<file path="src/core/lpf_top_dummy_guard.sv">
`timescale 1ns/1ns
`default_nettype none
`default_nettype wire
</file>
<file path="src/core/lpf_pkg.sv">
// Contract
// - watchdog holds count in stop, programmed wait/doze
// - running watchdog reset ends low-power mode
// - periodic timers hold in stop, programmed doze
// - running periodic timer interrupt wakes device
// - capture without dma route raises wake interrupt
// - reference match without dma route raises interrupt
// - capture timers stop only in stop mode
// - serial port freezes, clocks gated in stop
// - serial port off when port_on clear
// - uart off when tx/rx enable clear
// - uarts freeze in stop, resume exact state
// - i2c runs when on, not in stop
// - i2c flag on byte done or address match with slave receive
// - i2c freezes in stop, resumes after
// - test port never wakes, own test clock
// - halt pin forces debug halt, exits sleep
// - halt end returns to prior low-power mode
// - stop instruction with sleep_kind enters mode
// - interrupt wake starts servicing that exception
// - fixed per-mode enables for core, sram, others
// - wake needs priority, unmask, source enable
// - stop keeps only level detection on edge port
package lpf_pkg;
   localparam int LPF_NPIT = 4;
   localparam int LPF_NDT = 4;
   localparam int LPF_NUART = 3;
   localparam int LPF_LVL_W = 3;
   localparam int LPF_CE_W = 2;
   localparam logic [LPF_CE_W-1:0] LPF_CE_OFF = 2'h0;
   // decoded low-power mode as carried by sleep_kind
   typedef enum logic [1:0] {
      LPF_K_RUN = 2'h0,
      LPF_K_WAIT = 2'h1,
      LPF_K_DOZE = 2'h2,
      LPF_K_STOP = 2'h3
   } lpf_kind_e;
   // sequencer states, gray along run-wait-doze-stop-halt
   typedef enum logic [2:0] {
      LPF_S_RUN = 3'h0,
      LPF_S_WAIT = 3'h1,
      LPF_S_DOZE = 3'h3,
      LPF_S_STOP = 3'h2,
      LPF_S_HALT = 3'h6
   } lpf_state_e;
endpackage

</file>
<file path="src/core/lpf_top.sv">
`timescale 1ns/1ns
`default_nettype none
module lpf_top
   import lpf_pkg::*;
#(
   parameter int NPIT = LPF_NPIT,
   parameter int NDT = LPF_NDT,
   parameter int NUART = LPF_NUART
) (
   // clock and reset
   input wire logic clk,
   input wire logic rst,
   // cpu stop instruction
   input wire logic stop_exec,
   input wire logic [1:0] sleep_kind,
   // wake qualification
   input wire logic [LPF_LVL_W-1:0] sr_mask,
   input wire logic [LPF_LVL_W-1:0] wake_priority_level,
   input wire logic [NPIT+NDT+NUART+2:0] intc_unmask,
   input wire logic [(NPIT+NDT+NUART+3)*LPF_LVL_W-1:0] src_lvl,
   // watchdog
   input wire logic wdt_on,
   input wire logic wdt_stop_wait,
   input wire logic wdt_stop_doze,
   input wire logic wdt_timeout,
   // periodic timers
   input wire logic [NPIT-1:0] pit_on,
   input wire logic [NPIT-1:0] pit_stop_doze,
   input wire logic [NPIT-1:0] pit_irq,
   // capture compare timers
   input wire logic [NDT-1:0] dt_on,
   input wire logic [NDT*LPF_CE_W-1:0] dt_capture_edge,
   input wire logic [NDT-1:0] timer_dma_route,
   input wire logic [NDT-1:0] match_irq_on,
   input wire logic [NDT-1:0] dt_capture,
   input wire logic [NDT-1:0] dt_match,
   // queued serial port
   input wire logic port_on,
   input wire logic qspi_irq,
   // uarts
   input wire logic [NUART-1:0] tx_enable,
   input wire logic [NUART-1:0] rx_enable,
   input wire logic [NUART-1:0] uart_irq,
   // i2c
   input wire logic module_on,
   input wire logic irq_allow,
   input wire logic i2c_byte_done,
   input wire logic i2c_addr_match,
   input wire logic i2c_slave_rx,
   input wire logic i2c_flag_clr,
   // edge port
   input wire logic edge_pin_n,
   input wire logic edge_lvl_on,
   input wire logic edge_fall_on,
   // debug pins
   input wire logic test_clock_in,
   input wire logic halt_request_pin,
   // mode and clock enables
   output logic [1:0] lp_mode_r,
   output logic core_clk_en_r,
   output logic sram_clk_en_r,
   output logic pm_clk_en_r,
   output logic ccm_clk_en_r,
   output logic aon_clk_en_r,
   output logic debug_halt_r,
   // peripheral run enables
   output logic wdt_run_r,
   output logic [NPIT-1:0] pit_run_r,
   output logic [NDT-1:0] dt_run_r,
   output logic qspi_run_r,
   output logic [NUART-1:0] uart_run_r,
   output logic i2c_run_r,
   output logic edge_detect_en_r,
   // events
   output logic wdt_reset_r,
   output logic [NDT-1:0] dt_irq_r,
   output logic irq_flag_r,
   output logic i2c_irq_r,
   output logic irq_service_r,
   output logic [$clog2(NPIT+NDT+NUART+3)-1:0] service_src_r
);
   localparam int NSRC = NPIT + NDT + NUART + 3;
   localparam int SW = $clog2(NSRC);
   localparam int S_DT = NPIT;
   localparam int S_QSPI = NPIT + NDT;
   localparam int S_UART = S_QSPI + 1;
   localparam int S_I2C = S_UART + NUART;
   localparam int S_EDGE = S_I2C + 1;
   lpf_state_e state_r, state_nxt, prev_r;
   lpf_kind_e eff_kind;
   logic [1:0] tck_sync_r, halt_sync_r, edge_sync_r;
   logic tck_d_r, halt_s_r, halt_d_r, edge_d_r;
   logic tck_rise, halt_rise, edge_fall, edge_req;
   logic [NSRC-1:0] src_req, qual;
   logic irq_wake, wdt_wake, wake_any, low_pw;
   logic [SW-1:0] pick;
   function automatic lpf_state_e kind_state(input logic [1:0] k);
      case (k)
         LPF_K_WAIT: kind_state = LPF_S_WAIT;
         LPF_K_DOZE: kind_state = LPF_S_DOZE;
         LPF_K_STOP: kind_state = LPF_S_STOP;
         default: kind_state = LPF_S_RUN;
      endcase
   endfunction
   // two-flop synchronisers for pins
   always_ff @(posedge clk) begin
      if (rst) begin
         tck_sync_r <= '0;
         halt_sync_r <= '0;
         edge_sync_r <= '1;
      end else begin
         tck_sync_r <= {tck_sync_r[0], test_clock_in};
         halt_sync_r <= {halt_sync_r[0], halt_request_pin};
         edge_sync_r <= {edge_sync_r[0], edge_pin_n};
      end
   end
   // halt pin sampled on rising test clock edges only
   always_ff @(posedge clk) begin
      if (rst) begin
         tck_d_r <= 1'b0;
         halt_s_r <= 1'b0;
         halt_d_r <= 1'b0;
         edge_d_r <= 1'b1;
      end else begin
         tck_d_r <= tck_sync_r[1];
         if (tck_rise) begin
            halt_s_r <= halt_sync_r[1];
         end
         halt_d_r <= halt_s_r;
         edge_d_r <= edge_sync_r[1];
      end
   end
   assign tck_rise = tck_sync_r[1] & ~tck_d_r;
   assign halt_rise = halt_s_r & ~halt_d_r;
   assign edge_fall = edge_d_r & ~edge_sync_r[1];
   // level detect always on, edge detect needs system clock
   assign edge_req = (edge_lvl_on & ~edge_sync_r[1]) |
      (edge_fall_on & edge_detect_en_r & edge_fall);
   // wake sources gated by their run enables
   genvar g;
   generate
      for (g = 0; g < NPIT; g++) begin : g_pit
         assign src_req[g] = pit_irq[g] & pit_run_r[g];
         // run enable, count holds while low
         always_ff @(posedge clk) begin
            if (rst) begin
               pit_run_r[g] <= 1'b0;
            end else begin
               pit_run_r[g] <= pit_on[g] & (eff_kind != LPF_K_STOP) &
                  ~((eff_kind == LPF_K_DOZE) & pit_stop_doze[g]);
            end
         end
      end
      for (g = 0; g < NDT; g++) begin : g_dt
         logic cap_mode, cmp_mode;
         assign cap_mode = (dt_capture_edge[g*LPF_CE_W +: LPF_CE_W]
            != LPF_CE_OFF) & ~timer_dma_route[g];
         assign cmp_mode = match_irq_on[g] & ~timer_dma_route[g];
         assign src_req[S_DT+g] = dt_run_r[g] &
            ((cap_mode & dt_capture[g]) | (cmp_mode & dt_match[g]));
         // timer interrupt line
         always_ff @(posedge clk) begin
            if (rst) begin
               dt_irq_r[g] <= 1'b0;
            end else begin
               dt_irq_r[g] <= src_req[S_DT+g];
            end
         end
         // run enable, unaffected by wait and doze
         always_ff @(posedge clk) begin
            if (rst) begin
               dt_run_r[g] <= 1'b0;
            end else begin
               dt_run_r[g] <= dt_on[g] & (eff_kind != LPF_K_STOP);
            end
         end
      end
      for (g = 0; g < NUART; g++) begin : g_uart
         assign src_req[S_UART+g] = uart_irq[g] & uart_run_r[g];
         // run enable, frozen in stop
         always_ff @(posedge clk) begin
            if (rst) begin
               uart_run_r[g] <= 1'b0;
            end else begin
               uart_run_r[g] <= (tx_enable[g] | rx_enable[g]) &
                  (eff_kind != LPF_K_STOP);
            end
         end
      end
      for (g = 0; g < NSRC; g++) begin : g_qual
         logic [LPF_LVL_W-1:0] lvl;
         assign lvl = src_lvl[g*LPF_LVL_W +: LPF_LVL_W];
         assign qual[g] = src_req[g] & intc_unmask[g] &
            (lvl >= sr_mask) & (lvl > wake_priority_level);
      end
   endgenerate
   assign src_req[S_QSPI] = qspi_irq & qspi_run_r;
   assign src_req[S_I2C] = i2c_irq_r;
   assign src_req[S_EDGE] = edge_req;
   // lowest index qualified source is serviced first
   always_comb begin
      pick = '0;
      for (int k = NSRC - 1; k >= 0; k--) begin
         if (qual[k]) begin
            pick = SW'(k);
         end
      end
   end
   assign low_pw = (state_r != LPF_S_RUN) & (state_r != LPF_S_HALT);
   assign irq_wake = low_pw & (|qual);
   assign wdt_wake = low_pw & wdt_timeout & wdt_run_r;
   // test access logic has no source here
   assign wake_any = irq_wake | wdt_wake;
   // mode sequencer next state
   always_comb begin
      state_nxt = state_r;
      case (state_r)
         LPF_S_RUN: begin
            if (halt_rise) begin
               state_nxt = LPF_S_HALT;
            end else if (stop_exec) begin
               state_nxt = kind_state(sleep_kind);
            end
         end
         LPF_S_WAIT, LPF_S_DOZE, LPF_S_STOP: begin
            if (halt_rise) begin
               state_nxt = LPF_S_HALT;
            end else if (wake_any) begin
               state_nxt = LPF_S_RUN;
            end
         end
         LPF_S_HALT: begin
            if (!halt_s_r) begin
               state_nxt = prev_r;
            end
         end
         default: state_nxt = LPF_S_RUN;
      endcase
   end
   // prior state kept in prev_r across a debug halt, mode shows run
   always_ff @(posedge clk) begin
      if (rst) begin
         state_r <= LPF_S_RUN;
         prev_r <= LPF_S_RUN;
      end else begin
         state_r <= state_nxt;
         if (state_r != LPF_S_HALT && state_nxt == LPF_S_HALT) begin
            prev_r <= state_r;
         end
      end
   end
   // peripherals see run behaviour while halted
   always_comb begin
      case (state_nxt)
         LPF_S_WAIT: eff_kind = LPF_K_WAIT;
         LPF_S_DOZE: eff_kind = LPF_K_DOZE;
         LPF_S_STOP: eff_kind = LPF_K_STOP;
         default: eff_kind = LPF_K_RUN;
      endcase
   end
   // system level enables per mode
   always_ff @(posedge clk) begin
      if (rst) begin
         lp_mode_r <= LPF_K_RUN;
         core_clk_en_r <= 1'b1;
         sram_clk_en_r <= 1'b1;
         pm_clk_en_r <= 1'b1;
         ccm_clk_en_r <= 1'b1;
         aon_clk_en_r <= 1'b1;
         debug_halt_r <= 1'b0;
      end else begin
         lp_mode_r <= eff_kind;
         core_clk_en_r <= (eff_kind == LPF_K_RUN);
         sram_clk_en_r <= (eff_kind == LPF_K_RUN);
         pm_clk_en_r <= (eff_kind != LPF_K_STOP);
         ccm_clk_en_r <= (eff_kind != LPF_K_STOP);
         aon_clk_en_r <= 1'b1;
         debug_halt_r <= (state_nxt == LPF_S_HALT);
      end
   end
   // watchdog, edge port, serial port and i2c enables
   always_ff @(posedge clk) begin
      if (rst) begin
         wdt_run_r <= 1'b0;
         edge_detect_en_r <= 1'b1;
         wdt_reset_r <= 1'b0;
         qspi_run_r <= 1'b0;
         i2c_run_r <= 1'b0;
      end else begin
         wdt_run_r <= wdt_on & (eff_kind != LPF_K_STOP) &
            ~((eff_kind == LPF_K_WAIT) & wdt_stop_wait) &
            ~((eff_kind == LPF_K_DOZE) & wdt_stop_doze);
         edge_detect_en_r <= (eff_kind != LPF_K_STOP);
         wdt_reset_r <= wdt_timeout & wdt_run_r;
         qspi_run_r <= port_on & (eff_kind != LPF_K_STOP);
         i2c_run_r <= module_on & (eff_kind != LPF_K_STOP);
      end
   end
   // i2c flag, set wins over clear
   always_ff @(posedge clk) begin
      if (rst) begin
         irq_flag_r <= 1'b0;
         i2c_irq_r <= 1'b0;
      end else begin
         if (i2c_run_r & (i2c_byte_done |
            (i2c_addr_match & i2c_slave_rx))) begin
            irq_flag_r <= 1'b1;
         end else if (i2c_flag_clr) begin
            irq_flag_r <= 1'b0;
         end
         i2c_irq_r <= irq_flag_r & irq_allow & i2c_run_r;
      end
   end
   // exception service request after interrupt wake
   always_ff @(posedge clk) begin
      if (rst) begin
         irq_service_r <= 1'b0;
         service_src_r <= '0;
      end else begin
         irq_service_r <= irq_wake & ~halt_rise;
         if (irq_wake & ~halt_rise) begin
            service_src_r <= pick;
         end
      end
   end
   AST_ENTER_STOP: assert property (@(posedge clk) disable iff (rst)
      (state_r == LPF_S_RUN) && stop_exec && !halt_rise &&
      (sleep_kind == LPF_K_STOP) |=> (state_r == LPF_S_STOP) &&
      (lp_mode_r == LPF_K_STOP))
      else $error("stop not entered");
   AST_WDT_HOLD: assert property (@(posedge clk) disable iff (rst)
      (state_r == LPF_S_STOP) ||
      ((state_r == LPF_S_WAIT) && $past(wdt_stop_wait)) |-> !wdt_run_r)
      else $error("watchdog runs while held");
   AST_WDT_WAKE: assert property (@(posedge clk) disable iff (rst)
      (state_r == LPF_S_WAIT) && wdt_run_r && wdt_timeout && !halt_rise
      |=> (state_r == LPF_S_RUN) && wdt_reset_r)
      else $error("watchdog reset did not wake");
   AST_PIT_STOP: assert property (@(posedge clk) disable iff (rst)
      (state_r == LPF_S_STOP) |-> (pit_run_r == '0) && (dt_run_r == '0))
      else $error("timer runs in stop");
   AST_SER_STOP: assert property (@(posedge clk) disable iff (rst)
      (state_r == LPF_S_STOP) |-> !qspi_run_r && (uart_run_r == '0))
      else $error("serial clocks on in stop");
   AST_I2C_FLAG: assert property (@(posedge clk) disable iff (rst)
      i2c_run_r && i2c_byte_done |=> irq_flag_r ##1
      (i2c_irq_r == $past(irq_allow && i2c_run_r)))
      else $error("i2c flag or irq wrong");
   AST_IRQ_WAKE: assert property (@(posedge clk) disable iff (rst)
      irq_wake && !halt_rise |=> irq_service_r &&
      (state_r == LPF_S_RUN) && (service_src_r == $past(pick)))
      else $error("interrupt wake not serviced");
   AST_HALT_BACK: assert property (@(posedge clk) disable iff (rst)
      (state_r == LPF_S_HALT) && !halt_s_r |=>
      (state_r == $past(prev_r)) && !debug_halt_r)
      else $error("halt exit lost prior mode");
   AST_CORE_EN: assert property (@(posedge clk) disable iff (rst)
      core_clk_en_r == (lp_mode_r == LPF_K_RUN) &&
      pm_clk_en_r == (lp_mode_r != LPF_K_STOP))
      else $error("core or pm enable mismatch");
   AST_EDGE_STOP: assert property (@(posedge clk) disable iff (rst)
      (state_r == LPF_S_STOP) |-> !edge_detect_en_r)
      else $error("edge detect on in stop");
endmodule
`default_nettype wire

</file>
<file path="config.mk">
export PLATFORM = sky130hd
export DESIGN_NAME = lpf_top
export DESIGN_NICKNAME = d
export VERILOG_FILES = /design/src/core/lpf_top_dummy_guard.sv /design/src/core/lpf_pkg.sv /design/src/core/lpf_top.sv
export SDC_FILE = /design/constraint.sdc
export NUM_CORES = 1
export LEC_CHECK = 0
export ABC_AREA = 1
export ABC_CLOCK_PERIOD_IN_PS = 3200
export BUFFER_PORTS_ARGS = -buffer_cell sky130_fd_sc_hd__buf_2
export CAP_MARGIN = 5
export CORE_ASPECT_RATIO = 0.6
export CORE_UTILIZATION = 49
export DETAILED_ROUTE_END_ITERATION = 16
export PLACE_DENSITY = 0.85
export SYNTH_ARGS = -nofsm -noshare
export SYNTH_HDL_FRONTEND = slang
export SYNTH_SLANG_ARGS = --single-unit
</file>
<file path="constraint.sdc">
create_clock -name clk -period 3.2 [get_ports clk]
set_input_delay 0.32 -clock clk [delete_from_list [all_inputs] [get_ports clk]]
set_output_delay 0.32 -clock clk [all_outputs]
set_load 0.01 [all_outputs]
</file>
==> results of run 1 <==
## registers in the layout (all words and copies together), names as in the netlist, 2 cells and up
signal,count
tck_sync_r,2
service_src_r,4
prev_r,3
state_r,3
dt_run_r,4
edge_sync_r,2
halt_sync_r,2
uart_run_r,3
dt_irq_r,4
lp_mode_r,2
pit_run_r,4
## worst max-delay path by stage
stage                              end  cells past startpoint                   start  slack (ns)
final                     pit_run_r[0]                     18  wake_priority_level[2]        0.64
after floorplan           pit_run_r[0]                     21  wake_priority_level[2]        0.84
after global placement    pit_run_r[1]                     20  wake_priority_level[2]        0.54
after detailed placement  pit_run_r[0]                     18  wake_priority_level[2]        0.41
after CTS                 pit_run_r[0]                     18  wake_priority_level[2]        0.70
after global routing      pit_run_r[3]                     18  wake_priority_level[2]        0.39
## final cells by class
| type | instances | area (um2) | share of cell area (%) |
|---|---|---|---|
| repair buffers | 170 | 861 | 17.3 |
| clock buffers | 6 | 139 | 2.79 |
| inverters | 73 | 274 | 5.51 |
| well taps | 104 | 130 | 2.62 |
| multi-input cells | 423 | 2610 | 52.5 |
| flip-flops and latches | 47 | 941 | 18.9 |
| clock inverters | 2 | 16.3 | 0.327 |
## worst max-delay path, stage by stage
cell	delay (ns)
buf_2	0.10
inv_1	0.04
buf_4	0.22
ha_1	0.30
nand2_1	0.08
nand2_1	0.06
nor2_1	0.10
nor2_1	0.04
nand3_1	0.13
nand2_1	0.10
nor2_1	0.23
nand3_1	0.11
nand2_1	0.11
nand3_1	0.13
a21boi_1	0.38
nand3_1	0.15
nand2_1	0.10
nor2_1	0.04
## kinds of logic (layout without fill, tap and decap cells)
family | count (synthesis) | in the layout
AND/OR/NAND/NOR | 268 | 268
AO/OA/AOI/OAI | 69 | 69
other | 1 | 1
flip-flops | 47 | 47
XOR/XNOR | 1 | 1
buffers and inverters | 81 | 251
adder cells (fa/ha/maj) | 84 | 84
## cells in the mapped netlist
master     instances  share of area [%]
nand3_1           60                7.7
inv_2              3               0.29
a31oi_1            2               0.32
o21ai_1            3               0.39
dfxtp_1           47                 24
xnor2_1            1               0.23
nor2_1            76                7.4
o21ai_0           10                1.3
and3_1             1               0.16
conb_1             1              0.097
nand3_4            1               0.45
nor3_1             4               0.52
nand2_4            2               0.58
nand3b_1           6                1.2
buf_6              1               0.29
a21oi_1           43                5.5
clkbuf_1           2               0.19
o2111ai_1          1               0.23
nand2_1          105                 10
or2_0              1               0.16
nand2_2            2               0.32
o211ai_1           8                1.5
nand4_1            4               0.64
nor2_2             1               0.16
inv_1             70                6.8
buf_1              1              0.097
o21a_1             1               0.19
or2_2              4               0.64
a21boi_1           1               0.19
nor4_1             1               0.16
buf_4              4               0.77
ha_1              84                 27
## power groups by stage
stage	clock network, W	registers, W	logic, W
after floorplan	0	0.000675	0.000339
after CTS	0.000551	0.000651	0.000569
final	0.000547	0.000651	0.000576
after global placement	0	0.000664	0.000532
after global routing	0.000577	0.000657	0.000652
after detailed placement	0	0.000663	0.000566
## per-stage QoR
step / area (um2) / instances
2_1_floorplan: 3880 / 551
3_3_place_gp: 4820 / 817
3_5_place_dp: 4820 / 817
4_1_cts: 4970 / 825
5_1_grt: 4970 / 825
6_report: 4970 / 825
## routing by layer
layer | vias up | wire [um]
met1 | 1874 | 5040
met3 | 19 | 972
met4 | 0 | 164
met2 | 215 | 5150
met5 | - | 0
li1 | 2172 | -
==> results.cfg, run 1 <==
[sta]
fmax_ghz = 0.391
grt_setup_unrepaired = false
whs_ns = 0.215
setup-violations-final = 0
slew_headroom_pct = 57.9
worst_pin_slew_ns = 0.629
min_period_ns = 2.56
finalSetupTns_ns = 0
hold_viol_final = 0
report.final.slew_viol_count = 0
skew_ns = 0.00578
period_share_pct = 79.9
fin_ws_ns = 0.644

[worst_setup_path]
rr_worst_depth = 9
path_max_fanout = 14
criticalPathCategory = input port to register
endpoint_kind = register
arrival_ns = 2.74
r2r_start = halt_s_r
rr_endpoint = pit_run_r[0]
startpoint_type = input port
cp.required_ns = 3.38
rrSetupSlack_ns = 1.05

[yosys]
synthMuxAreaShare_pct = 0
synth_xor_area_share_pct = 0.226
synth_warnings = 0
post_synth_fa_ha_maj_area_fraction_pct = 27.1
synthSimpleGateAreaFrac_pct = 30.2
synth_seq_area_share_pct = 24.3
synth_top_family_by_area = simple AND/OR/NAND/NOR gates
synth_area_mm2 = 0.00388
synth-seq-cells = 47
yosys.cell_types.count = 32
synth_compound_area_share_pct = 9.71
syn-num-nets = 768
synth_area_per_cell_um2 = 7.04
synth_cells = 551

[job]
max_cap_violations = 0

[clock_network]
clkTransAtPathRegs_ns = 0.07
insertion_delay_ns = 0.29
cts_tree = built
ctsHoldBuffers = 0
ctsHtreeMaxLevel = 2
clockBufferDepth = 2
postCtsSetupBuffers = 0
numCtsBuffers = 5
ctsRootBufferMaster = clkbuf_16
post_cts_resize_count = 0
clock_sinks = 47

[pwr]
power.total_w = 0.00177
swShare_pct = 33.4
power_switching_w = 0.000592
leakagePower_nw = 2.81
power_frac_comb_pct = 32.5
intPower_w = 0.00118
p_clk_share_pct = 30.8
seqPwrFrac_pct = 36.7
p_per_area_mw_per_mm2 = 357
vdd_drop_max_mv = 0.239

[final_layout]
finalNetCount = 937
n_fill_cell = 645
final_cell_mix = buf_2 (166), nand2_1 (105), ha_1 (84)
diodes = 0
layout_commonest_cell = buf_2
final_util_pct = 66.8
drive_gt1_share_pct = 26.5
syn_to_final_growth_pct = 28.2

[global_routing]
grt_pass1_wl_mm = 17.7
grt_max_degree = 30
use_met2_pct = 48.5
grt_usage_pct = 27.9
grt.overflow.total = 0
busiest_layer = met2
grt_pass1_vias = 3932
grt_util_met1_pct = 35.2
use_met3_pct = 5.57
grt_antenna_before_repair = 0

[hold_path]
hp-class = input port to register
hp-start = edge_pin_n
worstHoldPathCells = 2
hold_path_end = edge_sync_r[0]

[drt]
wire_per_inst_um = 13.7
drt_iter0_drc = 341
viasPerCell = 5.19
drc_errors = 0
wl_mm = 11.3
drt_first_pass_iters = 5
ant_nets = 0
vias = 4280

[floorplanning]
fp-row-count = 24
fp.dieH_um = 70.9
dieArea_mm2 = 0.00829
core_area_mm2 = 0.00745
die_x_um = 117
start_util_pct = 52.1
io_pins = 168

[placed_design]
io_buffers = 166
dp_slack_ns = 0.415
place_hpwl_mm = 9.12
gp_congestion = 0.899

[run_status]
status = finished clean
No activity file was read; power rests on OpenSTA's default activity.
==> run 2, diff against run 1 <==
--- a/config.mk
+++ b/config.mk
@@ -6,7 +6,7 @@
 export NUM_CORES = 1
 export LEC_CHECK = 0
 export ABC_AREA = 1
-export ABC_CLOCK_PERIOD_IN_PS = 3200
+export ABC_CLOCK_PERIOD_IN_PS = 2620
 export BUFFER_PORTS_ARGS = -buffer_cell sky130_fd_sc_hd__buf_2
 export CAP_MARGIN = 5
 export CORE_ASPECT_RATIO = 0.6
==> constraint.sdc (replaced) <==
create_clock -name clk -period 2.62 [get_ports clk]
set_input_delay 0.262 -clock clk [delete_from_list [all_inputs] [get_ports clk]]
set_output_delay 0.262 -clock clk [all_outputs]
set_load 0.01 [all_outputs]
==> results.cfg, run 2 (synthesis gave the netlist of run 1 again) <==
[sta]
slew_headroom_pct = 61.3
min_period_ns = 2.39
worst_pin_slew_ns = 0.578
setup-violations-final = 0
period_share_pct = 91.1
fin_ws_ns = 0.232
whs_ns = 0.155
hold_viol_final = 0
fmax_ghz = 0.419
grt_setup_unrepaired = false
report.final.slew_viol_count = 0
finalSetupTns_ns = 0
skew_ns = 0.00687

[final_layout]
diodes = 0
layout_commonest_cell = buf_2
finalNonFillerCells = 825
syn_to_final_growth_pct = 30.2
final_cell_mix = buf_2 (166), nand2_1 (105), ha_1 (84)
drive_gt1_share_pct = 26.8
finalNetCount = 937

[global_routing]
grt.overflow.total = 0
use_met3_pct = 6.43
grt_max_degree = 30
grt_usage_pct = 28.1
grt_antenna_before_repair = 0
busiest_layer = met2
grt_pass1_wl_mm = 17.9
grt_util_met1_pct = 35.0
use_met2_pct = 47.9
grt_pass1_vias = 4077

[floorplanning]
fp.dieH_um = 70.9
start_util_pct = 52.1
fp-row-count = 24
die_x_um = 117
core_area_mm2 = 0.00745
dieArea_mm2 = 0.00829
io_pins = 168

[pwr]
leakagePower_nw = 2.83
p_per_area_mw_per_mm2 = 448
power.total_w = 0.00226
vdd_drop_max_mv = 0.343

[clock_network]
ctsHoldBuffers = 0
clock_sinks = 47
ctsRootBufferMaster = clkbuf_16
clockBufferDepth = 2
insertion_delay_ns = 0.30
clkTransAtPathRegs_ns = 0.07
ctsHtreeMaxLevel = 2
numCtsBuffers = 5
cts_tree = built

[drt]
drt_iter0_drc = 266
wl_mm = 11.3
vias = 4269
viasPerCell = 5.17
drc_errors = 0
ant_nets = 0
drt_first_pass_iters = 5
wire_per_inst_um = 13.7

[placed_design]
dp_slack_ns = -0.237
gp_congestion = 0.912
io_buffers = 166
place_inst = 816
place_hpwl_mm = 9.21

[worst_setup_path]
arrival_ns = 2.57
cp.required_ns = 2.81
crit_path_end = pit_run_r[2]
path_max_fanout = 14
criticalPathCategory = input port to register
rr_endpoint = pit_run_r[2]
r2r_start = halt_s_r
endpoint_kind = register
rr_worst_depth = 9
startpoint_type = input port
rrSetupSlack_ns = 0.54
crit_start = sr_mask[2]

[hold_path]
hp-class = input port to register
worstHoldPathCells = 2

[run_status]
status = finished clean

[job]
max_cap_violations = 0
-- run 2: layout make-up --
| class | count | area, um2 |
|---|---|---|
| clock buffer | 5 | 125 |
| clock inverter | 3 | 43.8 |
| fill | 656 | 2390 |
| inverter | 73 | 278 |
| multi-input combinational | 423 | 2620 |
| sequential | 47 | 941 |
| tap | 104 | 130 |
| timing repair buffer | 170 | 911 |
-- run 2: worst max-delay path, cell delays in order --
cell        delay (ns)
buf_2             0.10
clkinvlp_4        0.09
buf_12            0.16
ha_1              0.33
a21oi_1           0.16
nand3_1           0.09
nand2_1           0.12
nand2_1           0.08
inv_2             0.06
nand2_1           0.05
nor2_1            0.12
nand3_1           0.09
nand2_1           0.12
nand3_1           0.09
nand2_1           0.09
nand2_2           0.07
nand2_4           0.13
nand3_4           0.12
nand2_8           0.16
nor2_1            0.07
-- run 2: how the worst min path moves through the flow --
stage	from	to
floorplan	edge_pin_n	edge_sync_r[0]
global placement	edge_sync_r[0]	edge_sync_r[1]
detailed placement	tck_sync_r[0]	tck_sync_r[1]
CTS	edge_pin_n	edge_sync_r[0]
global route	edge_pin_n	edge_sync_r[0]
finish	edge_pin_n	edge_sync_r[0]
-- run 2: power breakdown --
group	internal, W	switching (W)	leakage, nW
clock	0.000451	0.000296	0.0838
combinational	0.000306	0.000412	2.37
sequential	0.000766	0.0000307	0.386
total	0.00152	0.000739	2.83
-- run 2: metrics by stage --
| stage | util, % | area, um2 |
|---|---|---|
| after floorplan | - | 3880 |
| after global placement | 65.1 | 4850 |
| after detailed placement | 65.1 | 4850 |
| after CTS | 67.4 | 5020 |
| after global routing | 67.8 | 5050 |
| final | 67.8 | 5050 |
-- run 2: what timing repair did --
| action | 4_1_cts | 5_1_grt |
|---|---|---|
| setup buffers | 0 | 1 |
| endpoints found under the setup margin | 0 | 21 |
| resized for setup | 0 | 3 |
-- run 2: metal layers --
layer	vias up	part of all wire (%)
li1	2170	-
met1	1899	45
met2	180	45
met3	20	7.9
met4	0	1.7
met5	-	0
